===== src/hw/vector_select_pkg.sv =====
// What this block does
// - Pending requests are ranked by vector address, higher address first.
// - Resets use the same vector path and outrank every interrupt.
// - Power-on, pin and low-voltage reset share vector 0xFFFE/0xFFFF.
// - Those three resets carry reset priority 1, the highest.
// - Clock monitor reset has priority 2, vector 0xFFFC, only if enabled.
// - Watchdog reset has priority 3, vector 0xFFFA, enabled by rate select.
// - Writing a source's vector low byte as code elevates it to the top.
// - Timer channels 2 to 7 each request alone, gated by their own enable.
// - Pulse accumulator overflow requests, gated by its overflow enable.
// - Pulse accumulator edge requests, gated by its edge enable.
// - The serial unit ORs its four enabled flags onto one vector.
// - Only the block reset rst_i forces every register to its start-up value; reset causes do not.
// - Reset never clears or initialises the RAM array.
package vector_select_pkg;

  // ****************************************
  // Vector space
  // ****************************************
  localparam int          NUM_MASK     = 24;
  localparam logic [7:0]  VEC_HI       = 8'hFF;
  localparam logic [15:0] VEC_RESET    = 16'hFFFE;
  localparam logic [15:0] VEC_CLKMON   = 16'hFFFC;
  localparam logic [15:0] VEC_WATCHDOG = 16'hFFFA;
  localparam logic [15:0] VEC_NONMASKABLE_EXT_REQUEST     = 16'hFFF4;
  localparam logic [1:0]  RPRIO_TOP    = 2'h1;
  localparam logic [1:0]  RPRIO_CLK    = 2'h2;
  localparam logic [1:0]  RPRIO_WDOG   = 2'h3;

  // Low bytes of implemented maskable vectors, highest first
  localparam logic [7:0] MASK_CODE [NUM_MASK] = '{
    8'hF2, 8'hF0, 8'hEA, 8'hE8, 8'hE6, 8'hE4, 8'hE2, 8'hE0,
    8'hDE, 8'hDC, 8'hDA, 8'hD8, 8'hD6, 8'hD2, 8'hCE, 8'hC6,
    8'hC4, 8'hB8, 8'hB6, 8'hB4, 8'hB2, 8'hB0, 8'h8E, 8'h8A};
  localparam int IDX_TMR2 = 2;
  localparam int IDX_PAOV = 9;
  localparam int IDX_PAED = 10;
  localparam int IDX_SCI  = 12;

  // ****************************************
  // Register map (byte addresses)
  // ****************************************
  localparam logic [7:0] ADDR_ELEV   = 8'h00;
  localparam logic [7:0] ADDR_WDCTL  = 8'h04;
  localparam logic [7:0] ADDR_TMREN  = 8'h08;
  localparam logic [7:0] ADDR_PULSE_ACCUM_CONTROL  = 8'h0C;
  localparam logic [7:0] ADDR_SCICTL = 8'h10;
  localparam logic [7:0] ADDR_STAT   = 8'h14;
  localparam logic [7:0] ADDR_CLR    = 8'h18;
  localparam logic [7:0] ADDR_IEN    = 8'h1C;
  localparam logic [7:0] ADDR_CUR    = 8'h20;

  localparam logic [7:0] ELEV_RST    = 8'hF2;
  localparam int         WD_RATE_LSB = 0;
  localparam int         WD_RATE_W   = 3;
  localparam int         WD_FORCED_CLOCK_MONITOR_ENABLE_BIT = 6;
  localparam int         WD_CME_BIT  = 7;
  localparam int         NUM_EVT     = 6;
  // Event bits: 0 por, 1 pin, 2 low volt, 3 clk mon, 4 watchdog, 5 nonmaskable_ext_request

endpackage


===== src/hw/interrupt_reset_vector_select.sv =====
`timescale 1ns/1ps
module interrupt_reset_vector_select
  import vector_select_pkg::*;
(
  input  wire logic                clk_i,
  input  wire logic                rst_i,
  // Wishbone classic slave
  input  wire logic                cyc_i,
  input  wire logic                stb_i,
  input  wire logic                we_i,
  input  wire logic [7:0]          adr_i,
  input  wire logic [3:0]          sel_i,
  input  wire logic [31:0]         dat_i,
  output logic [31:0]              dat_o,
  output logic                     ack_o,
  // Reset causes
  input  wire logic                por_req_i,
  input  wire logic                ext_reset_req_i,
  input  wire logic                low_volt_req_i,
  input  wire logic                clock_fail_req_i,
  input  wire logic                watchdog_timeout_i,
  // Interrupt sources and core masks
  input  wire logic [NUM_MASK-1:0] periph_req_i,
  input  wire logic [3:0]          serial_flags_i,
  input  wire logic                nonmaskable_ext_request_i,
  input  wire logic                i_mask_i,
  input  wire logic                x_mask_i,
  // Core side
  output logic [15:0]              vector_o,
  output logic [1:0]               reset_priority_o,
  output logic                     reset_req_o,
  output logic                     nonmaskable_ext_request_req_o,
  output logic                     irq_req_o,
  output logic                     irq_line_o
);

  // ****************************************
  // Limitations
  // ****************************************
  // No memory array lives here, so a reset of this block never touches
  // the RAM contents; they keep whatever was there before.
  // Trap and software-interrupt vectors are raised inside the core and
  // never pass through this selection.
  // Reserved table slots have no request bit, so they can never win.
  // Reset causes are sampled as levels; a pulse that falls between two
  // clock edges is lost, so the cause logic must stretch its pulses.
  // The elevation code only helps a source while it is pending; a code
  // that matches no table entry leaves the default order in place.
  // Vector and request kinds lag their causes by one edge.
  // Only the low byte lane carries writable register bits; the current word spans three lanes.

  // ****************************************
  // Registers
  // ****************************************
  // Register map, byte addresses on the bus, all but current in the low lane:
  //   elevation code     one byte, start-up value picks the top slot
  //   watchdog control   clock monitor enables and rate select
  //   timer enables      one bit per timer channel, lowest channel first
  //   pulse accumulator  overflow enable, then edge enable
  //   serial enables     one bit per serial flag, same order as the flags
  //   status             sticky events, read only
  //   clear              write one to clear a status bit, reads zero
  //   enable             interrupt line enables, same layout as status
  //   current            last vector, reset and external request kinds, reset priority
  // Unmapped addresses read zero and ignore writes but still answer,
  // so a stray access never hangs the bus.
  logic [7:0]          elev_reg;
  logic [7:0]          watchdog_control_reg;
  logic [5:0]          timer_en_reg;
  logic [1:0]          pulse_accum_control_reg;
  logic [3:0]          serial_comm_control_two_reg;
  // Sticky event status and its enables
  logic [NUM_EVT-1:0]  stat_reg;
  logic [NUM_EVT-1:0]  stat_next;
  logic [NUM_EVT-1:0]  ien_reg;
  // Bus answer and read data
  logic                ack_reg;
  logic [31:0]         dat_reg;
  // Registered copies of what the core sees
  logic [15:0]         vector_reg;
  logic [15:0]         vector_next;
  logic [1:0]          rprio_reg;
  logic [1:0]          rprio_next;
  logic                reset_req_reg;
  logic                nonmaskable_ext_request_req_reg;
  logic                irq_req_reg;
  logic                irq_line_reg;

  // ****************************************
  // Bus decode
  // ****************************************
  // Register slot match, shared by every write decode
  function automatic logic reg_sel(input logic [7:0] adr,
                                   input logic [7:0] slot);
    return adr == slot;
  endfunction

  // The answer comes one edge after a request is seen; the ack flop
  // blocks a second decode of a request that is still held, so a held
  // write lands once and a held read is not taken twice.
  // Only the lowest lane carries writable register bits; upper write lanes are ignored.
  wire        bus_req  = cyc_i && stb_i && !ack_reg;
  wire        wr_en    = bus_req && we_i && sel_i[0];
  wire        wr_hi    = bus_req && we_i && sel_i[1];
  wire        wr_elev  = wr_en && reg_sel(adr_i, ADDR_ELEV);
  wire        wr_wdctl = wr_en && reg_sel(adr_i, ADDR_WDCTL);
  wire        wr_tmren = wr_en && reg_sel(adr_i, ADDR_TMREN);
  wire        wr_pulse_accum_control = wr_en && reg_sel(adr_i, ADDR_PULSE_ACCUM_CONTROL);
  wire        wr_sci   = wr_en && reg_sel(adr_i, ADDR_SCICTL);
  wire        wr_clr   = wr_en && reg_sel(adr_i, ADDR_CLR);
  wire        wr_ien   = wr_en && reg_sel(adr_i, ADDR_IEN);
  wire [NUM_EVT-1:0] clr_mask = wr_clr ? dat_i[NUM_EVT-1:0] : '0;

  // ****************************************
  // Reset selection
  // ****************************************
  // Order of precedence, first match wins:
  //   power-on, pin and low-voltage resets share the top vector pair
  //   clock monitor reset, when either monitor enable bit is set
  //   watchdog reset, when the rate select is not zero
  //   non-maskable external request, unless the core masks it
  //   elevated maskable request, then the table order
  // A cause that is gated off is dropped here, so it neither moves the
  // vector nor sets a status bit.
  // Both bits enable the monitor; a zero rate turns the watchdog off
  wire clkmon_en = watchdog_control_reg[WD_CME_BIT] ||
                   watchdog_control_reg[WD_FORCED_CLOCK_MONITOR_ENABLE_BIT];
  wire wdog_en   = |watchdog_control_reg[WD_RATE_LSB +: WD_RATE_W];
  wire top_rst   = por_req_i || ext_reset_req_i || low_volt_req_i;
  wire clk_rst   = clock_fail_req_i && clkmon_en;
  wire wdog_rst  = watchdog_timeout_i && wdog_en;
  wire any_rst   = top_rst || clk_rst || wdog_rst;

  // ****************************************
  // Maskable request gating
  // ****************************************
  logic [NUM_MASK-1:0] pend;
  logic                pick_found;
  logic [7:0]          pick_code;

  // Sources without a local enable here are taken as already gated by
  // their own block. The serial slot ignores its table bit and uses the
  // four flags instead, so a stale table bit cannot raise it.
  // Local enables only for the sources whose control bits live here
  always_comb begin
    pend = periph_req_i;
    pend[IDX_TMR2 +: 6] = periph_req_i[IDX_TMR2 +: 6] & timer_en_reg;
    pend[IDX_PAOV] = periph_req_i[IDX_PAOV] && pulse_accum_control_reg[0];
    pend[IDX_PAED] = periph_req_i[IDX_PAED] && pulse_accum_control_reg[1];
    pend[IDX_SCI]  = |(serial_flags_i & serial_comm_control_two_reg);
  end

  vector_priority_pick u_pick (
    .pend_i      (pend),
    .elev_code_i (elev_reg),
    .found_o     (pick_found),
    .code_o      (pick_code)
  );

  // Core mask flags gate at request level; the status bit of the
  // non-maskable request records every unmasked request, even one that a reset outranks
  wire irq_ok  = pick_found && !i_mask_i;
  wire nonmaskable_ext_request_ok = nonmaskable_ext_request_i && !x_mask_i;

  // Resets outrank the external request, which outranks maskables
  always_comb begin
    vector_next = 16'h0000;
    rprio_next  = 2'h0;
    if (top_rst) begin
      vector_next = VEC_RESET;
      rprio_next  = RPRIO_TOP;
    end else if (clk_rst) begin
      vector_next = VEC_CLKMON;
      rprio_next  = RPRIO_CLK;
    end else if (wdog_rst) begin
      vector_next = VEC_WATCHDOG;
      rprio_next  = RPRIO_WDOG;
    end else if (nonmaskable_ext_request_ok) begin
      vector_next = VEC_NONMASKABLE_EXT_REQUEST;
    end else if (irq_ok) begin
      vector_next = {VEC_HI, pick_code};
    end
  end

  // ****************************************
  // Event status
  // ****************************************
  // Status bits, lowest first: power-on, pin, low voltage, clock monitor,
  // watchdog, non-maskable request. A bit is set on every cycle that its
  // cause is present, so a clear written while the cause still stands
  // has no effect; software must remove the cause first.
  // Gated-off resets leave no trace here.
  wire [NUM_EVT-1:0] evt = {nonmaskable_ext_request_ok, wdog_rst, clk_rst, low_volt_req_i,
                            ext_reset_req_i, por_req_i};
  // New events win over a clear in the same cycle
  assign stat_next = (stat_reg & ~clr_mask) | evt;

  // ****************************************
  // Read mux
  // ****************************************
  // Write-only clear register falls to the default and reads zero.
  // The current word lets software see what the core was last offered.
  logic [31:0] rd_data;
  always_comb begin
    unique case (adr_i)
      ADDR_ELEV:   rd_data = {24'h000000, elev_reg};
      ADDR_WDCTL:  rd_data = {24'h000000, watchdog_control_reg};
      ADDR_TMREN:  rd_data = {26'h0000000, timer_en_reg};
      ADDR_PULSE_ACCUM_CONTROL:  rd_data = {30'h00000000, pulse_accum_control_reg};
      ADDR_SCICTL: rd_data = {28'h0000000, serial_comm_control_two_reg};
      ADDR_STAT:   rd_data = {26'h0000000, stat_reg};
      ADDR_IEN:    rd_data = {26'h0000000, ien_reg};
      ADDR_CUR:    rd_data = {12'h000, rprio_reg, reset_req_reg,
                              nonmaskable_ext_request_req_reg, vector_reg};
      default:     rd_data = 32'h00000000;
    endcase
  end

  // ****************************************
  // Sequential logic
  // ****************************************
  // Read data is zero outside the answer cycle, so a master that
  // samples late sees zero rather than a stale word.
  // Bus answer one cycle after the request, unmapped reads give zero
  always_ff @(posedge clk_i) begin
    if (rst_i) begin
      ack_reg <= 1'b0;
      dat_reg <= 32'h00000000;
    end else begin
      ack_reg <= bus_req;
      dat_reg <= (bus_req && !we_i) ? rd_data : 32'h00000000;
    end
  end

  // Control registers; the elevation code is one byte, low lane only
  always_ff @(posedge clk_i) begin
    if (rst_i) begin
      elev_reg                    <= ELEV_RST;
      watchdog_control_reg        <= 8'h00;
      timer_en_reg                <= 6'h00;
      pulse_accum_control_reg     <= 2'h0;
      serial_comm_control_two_reg <= 4'h0;
      ien_reg                     <= '0;
    end else begin
      if (wr_elev) begin
        elev_reg <= dat_i[7:0];
      end
      if (wr_wdctl) begin
        watchdog_control_reg <= dat_i[7:0];
      end
      if (wr_tmren) begin
        timer_en_reg <= dat_i[5:0];
      end
      if (wr_pulse_accum_control) begin
        pulse_accum_control_reg <= dat_i[1:0];
      end
      if (wr_sci) begin
        serial_comm_control_two_reg <= dat_i[3:0];
      end
      if (wr_ien) begin
        ien_reg <= dat_i[NUM_EVT-1:0];
      end
    end
  end

  // All core outputs are registered, so the core sees a clean vector one
  // edge after the causes change; the request kinds never overlap.
  // The interrupt line uses the next status value so a new event shows
  // on the line at the same edge that sets its status bit.
  // Core outputs; no memory array here, so nothing is wiped on reset
  always_ff @(posedge clk_i) begin
    if (rst_i) begin
      stat_reg      <= '0;
      vector_reg    <= 16'h0000;
      rprio_reg     <= 2'h0;
      reset_req_reg <= 1'b0;
      nonmaskable_ext_request_req_reg  <= 1'b0;
      irq_req_reg   <= 1'b0;
      irq_line_reg  <= 1'b0;
    end else begin
      stat_reg      <= stat_next;
      vector_reg    <= vector_next;
      rprio_reg     <= rprio_next;
      reset_req_reg <= any_rst;
      nonmaskable_ext_request_req_reg  <= !any_rst && nonmaskable_ext_request_ok;
      irq_req_reg   <= !any_rst && !nonmaskable_ext_request_ok && irq_ok;
      irq_line_reg  <= |(stat_next & ien_reg);
    end
  end

  // Unused upper lane of a write is ignored
  wire unused_hi = wr_hi;

  // Every output comes straight from a flop
  assign dat_o            = dat_reg;
  assign ack_o            = ack_reg;
  assign vector_o         = vector_reg;
  assign reset_priority_o = rprio_reg;
  assign reset_req_o      = reset_req_reg;
  assign nonmaskable_ext_request_req_o       = nonmaskable_ext_request_req_reg;
  assign irq_req_o        = irq_req_reg;
  assign irq_line_o       = irq_line_reg;

endmodule


===== src/hw/vector_priority_pick.sv =====
`timescale 1ns/1ps
module vector_priority_pick
  import vector_select_pkg::*;
(
  input  wire logic [NUM_MASK-1:0] pend_i,
  input  wire logic [7:0]          elev_code_i,
  output logic                     found_o,
  output logic [7:0]               code_o
);

  // Table lookup of one slot
  function automatic logic slot_hit(input logic [7:0] a, input logic [7:0] b);
    return a == b;
  endfunction

  // Default order by descending index so the top slot wins; the elevated
  // one overrides; only table codes can come out, never reserved slots
  always_comb begin
    found_o = 1'b0;
    code_o  = 8'h00;
    for (int i = NUM_MASK - 1; i >= 0; i--) begin
      if (pend_i[i]) begin
        found_o = 1'b1;
        code_o  = MASK_CODE[i];
      end
    end
    for (int i = 0; i < NUM_MASK; i++) begin
      if (pend_i[i] && slot_hit(MASK_CODE[i], elev_code_i)) begin
        code_o = MASK_CODE[i];
      end
    end
  end

endmodule


===== config.mk =====
export PLATFORM = sky130hd
export DESIGN_NAME = interrupt_reset_vector_select
export DESIGN_NICKNAME = d
export VERILOG_FILES = /design/src/hw/vector_select_pkg.sv /design/src/hw/interrupt_reset_vector_select.sv /design/src/hw/vector_priority_pick.sv
export SDC_FILE = /design/constraint.sdc
export NUM_CORES = 1
export LEC_CHECK = 0
export BUFFER_PORTS_ARGS = -buffer_cell sky130_fd_sc_hd__buf_4
export CAP_MARGIN = 40
export CORE_MARGIN = 2
export CORE_UTILIZATION = 28
export CTS_BUF_LIST = sky130_fd_sc_hd__clkbuf_16
export DETAILED_ROUTE_END_ITERATION = 10
export SLEW_MARGIN = 20
export SYNTH_ARGS = -nofsm -noshare
export SYNTH_HDL_FRONTEND = slang
export SYNTH_SLANG_ARGS = --single-unit

===== constraint.sdc =====
create_clock -name clk_i -period 2.52 [get_ports clk_i]
set_input_delay 0.126 -clock clk_i [delete_from_list [all_inputs] [get_ports clk_i]]
set_output_delay 0.126 -clock clk_i [all_outputs]
set_load 0.005 [all_outputs]

==> run summary <==
initial antenna violation count: 0
period utilization: 83.6%
top_reg_cell synth: dfxtp_1
compound-cell area share of the yosys netlist: 20.9%
clock network fraction of total power: 47.8%
DRT iter0 DRCs: 363
Pins Over Slew Limit: 0
Die X: 125 µm
CP arrival: 2.29 ns
number of synthesis warnings: 0
crit path launch type: flip-flop
HP Class: in2reg
Post-Syn Instances: 514
vias: 4,181
vias per cell: 5.31
WHS Path Cells: 3
clock sink total: 68
fraction of registers with async set/reset: 0%
P_sw: 0.662 mW
Layout Nets: 684
Slew HR: 52.5%
Floorplan Core Area: 14,400 µm²
most frequent cells in the layout: 114 x buf_4, 68 x dfxtp_1, 59 x nand2_1
Inst Count DP: 772
vias in the first global route: 3,863
pwr dens: 513 nW/µm²
flip-flop count of the largest register after layout: 13
setup tns final: 0 ns
post-synth cell types: 73
unrepaired setup endpoints after global routing: false
GRT Residual Overflow: 0
mux cell area share after synthesis: 9.96%
area grow syn2layout: 27.7%
EDFF count, synth: 0
DRC: 0
Root Driver: clkbuf_16
worst slew pin tran: 0.695 ns
syn avg cell area: 7.94 µm²
critical path class: reg2reg
Final ANT Viol Nets: 0
Peak supply drop: 438 µV
Post-CTS Setup Bufs: 0
internal power contribution: 2.01 mW
ant diodes: 0
total power: 2.67 mW
filler cell count: 1,520
first-pass GRT wire length: 22.1 mm
# hold bufs at CTS: 0
largest net degree at the start of global routing: 52
initial cell density of the core: 28.4%
Comb pwr share: 10.7%
Worst Skew: 0.00586 ns
sequential share of the synthesized area: 33.3%
dominant cell type by area after synthesis: dfxtp_1
Synth Area in XOR/XNOR: 0%
GR Util All Layers: 18.1%
post-CTS resize count: 0
share of the synthesized area in the top cell type: 33.3%
first-pass detailed-route iteration total: 5
maximum fanout along the worst path: 13
per-cell routed wire length: 18.2 µm
placer's final routability congestion estimate: 0.927
Max Cap Viol: 0
CTS tree: built
synth top area cells: dfxtp_1 33%, mux2i_1 8.6%, nand2_1 5.4%
CP Data Required Time: 2.71 ns
Final Hold Fails: 0
Final setup viols: 0
FF+latch count, synth: 68
status: finished clean
dpl hpwl: 11.3 mm
Leak: 2.24 nW
mapped cell area: 4080 µm²
FP Rows: 44
area share of fa/ha/maj cells after synthesis: 0%
IO buf count: 98
Clock transition at path regs: 0.06 ns
Inserted Clock Buffers: 9
Clk Latency, worst-skew pair: 0.33 ns
share of cells above drive strength 1: 24.2%
Peak Freq: 475 MHz
largest family of logic cells by synthesized area: simple AND/OR/NAND/NOR gates
switching share of power: 24.7%
Seq pwr share: 41.6%
most common cell after layout, fill and taps aside: buf_4
Finished Layout Cells: 788
full die area: 15,600 µm²
CTS HTree Levels: 3
Chip Height: 125 µm
Max clock buf depth: 2
final WL: 14.3 mm
crit end category: flip-flop
clock period minus worst slack: 2.11 ns
Synth Area in Simple Gates: 27.6%
R2R depth: 4
io pins: 140
## final cells by class
| cell class | count | area [µm²] | area share [%] |
|---|---|---|---|
| Multi-Input combinational cell | 400 | 2440 | 46.7 |
| Sequential cell | 68 | 1360 | 26.1 |
| Timing Repair Buffer | 114 | 856 | 16.4 |
| Tap cell | 184 | 230 | 4.41 |
| Clock buffer | 9 | 225 | 4.32 |
| Clock inverter | 7 | 83.8 | 1.61 |
| Inverter | 6 | 22.5 | 0.432 |
## synthesized netlist by cell type, types with 3 or more instances
master and count:
dfxtp_1 68, nand2_1 59, nor2_1 53, a21oi_1 35, mux2i_1 35, nand3_1 28
buf_4 27, o21ai_0 21, clkbuf_1 20, a31oi_1 13, a22oi_1 12, nor3_1 12
nand3b_1 9, and3_1 6, inv_1 6, nand2b_1 5, nor2b_1 5, nor3b_1 5
or3_1 5, o31ai_1 4, a211o_1 3, a32oi_1 3, and4_1 3, buf_2 3
nand4b_1 3, nor4_1 3, nor4b_1 3, o21ai_1 3, or2_2 3
## power groups by stage
stage,sequential [mW],combinational [mW],clock [mW]
after CTS,1.11,0.284,1.30
after detailed placement,1.14,0.283,0
final,1.11,0.285,1.28
after global placement,1.13,0.280,0
after floorplan,1.13,0.136,0
after global routing,1.11,0.309,1.35
## logic make-up (layout without fill, tap and decap cells)
kind of cell,Yosys count,count (layout)
compound gates,129,129
buf+inv,58,136
flops,68,68
mux,38,38
other cells,1,13
simple gates,220,220
## through the flow
| step | hold WS (ns) | area [µm²] | worst slack, ns | utilization, % |
|---|---|---|---|---|
| after floorplan | 0.230 | 4130 | 0.543 | - |
| after global placement | 0.364 | 4910 | 0.273 | 34.1 |
| after detailed placement | 0.374 | 4910 | 0.218 | 34.1 |
| after CTS | 0.0294 | 5220 | 0.439 | 36.3 |
| after global routing | 0.0410 | 5220 | 0.233 | 36.3 |
| final | 0.0354 | 5220 | 0.413 | 36.3 |
## worst max-delay path: stages (launching register included)
cell and delay [ns]:
dfxtp_1 0.63, mux2i_1 0.37, o22ai_1 0.12, a2111oi_0 0.68
a31oi_1 0.16
## per-layer routing
metal | track usage (%) | up-vias | share of wire, %
met5 | 0 | - | 0
met2 | 27.8 | 173 | 44
li1 | - | 2025 | -
met3 | 4.77 | 10 | 6.8
met4 | 3.04 | 0 | 0.93
met1 | 25.8 | 1973 | 48
## final timing paths
kind,start,to,slack [ns]
min reg2reg,reset_req_o,dat_o[17],0.49
min,por_req_i,stat_reg[0],0.04
max,elev_reg[2],vector_o[1],0.41
max reg2reg,elev_reg[2],vector_o[1],0.41
Note: power is estimated with default switching activity, not from simulation.
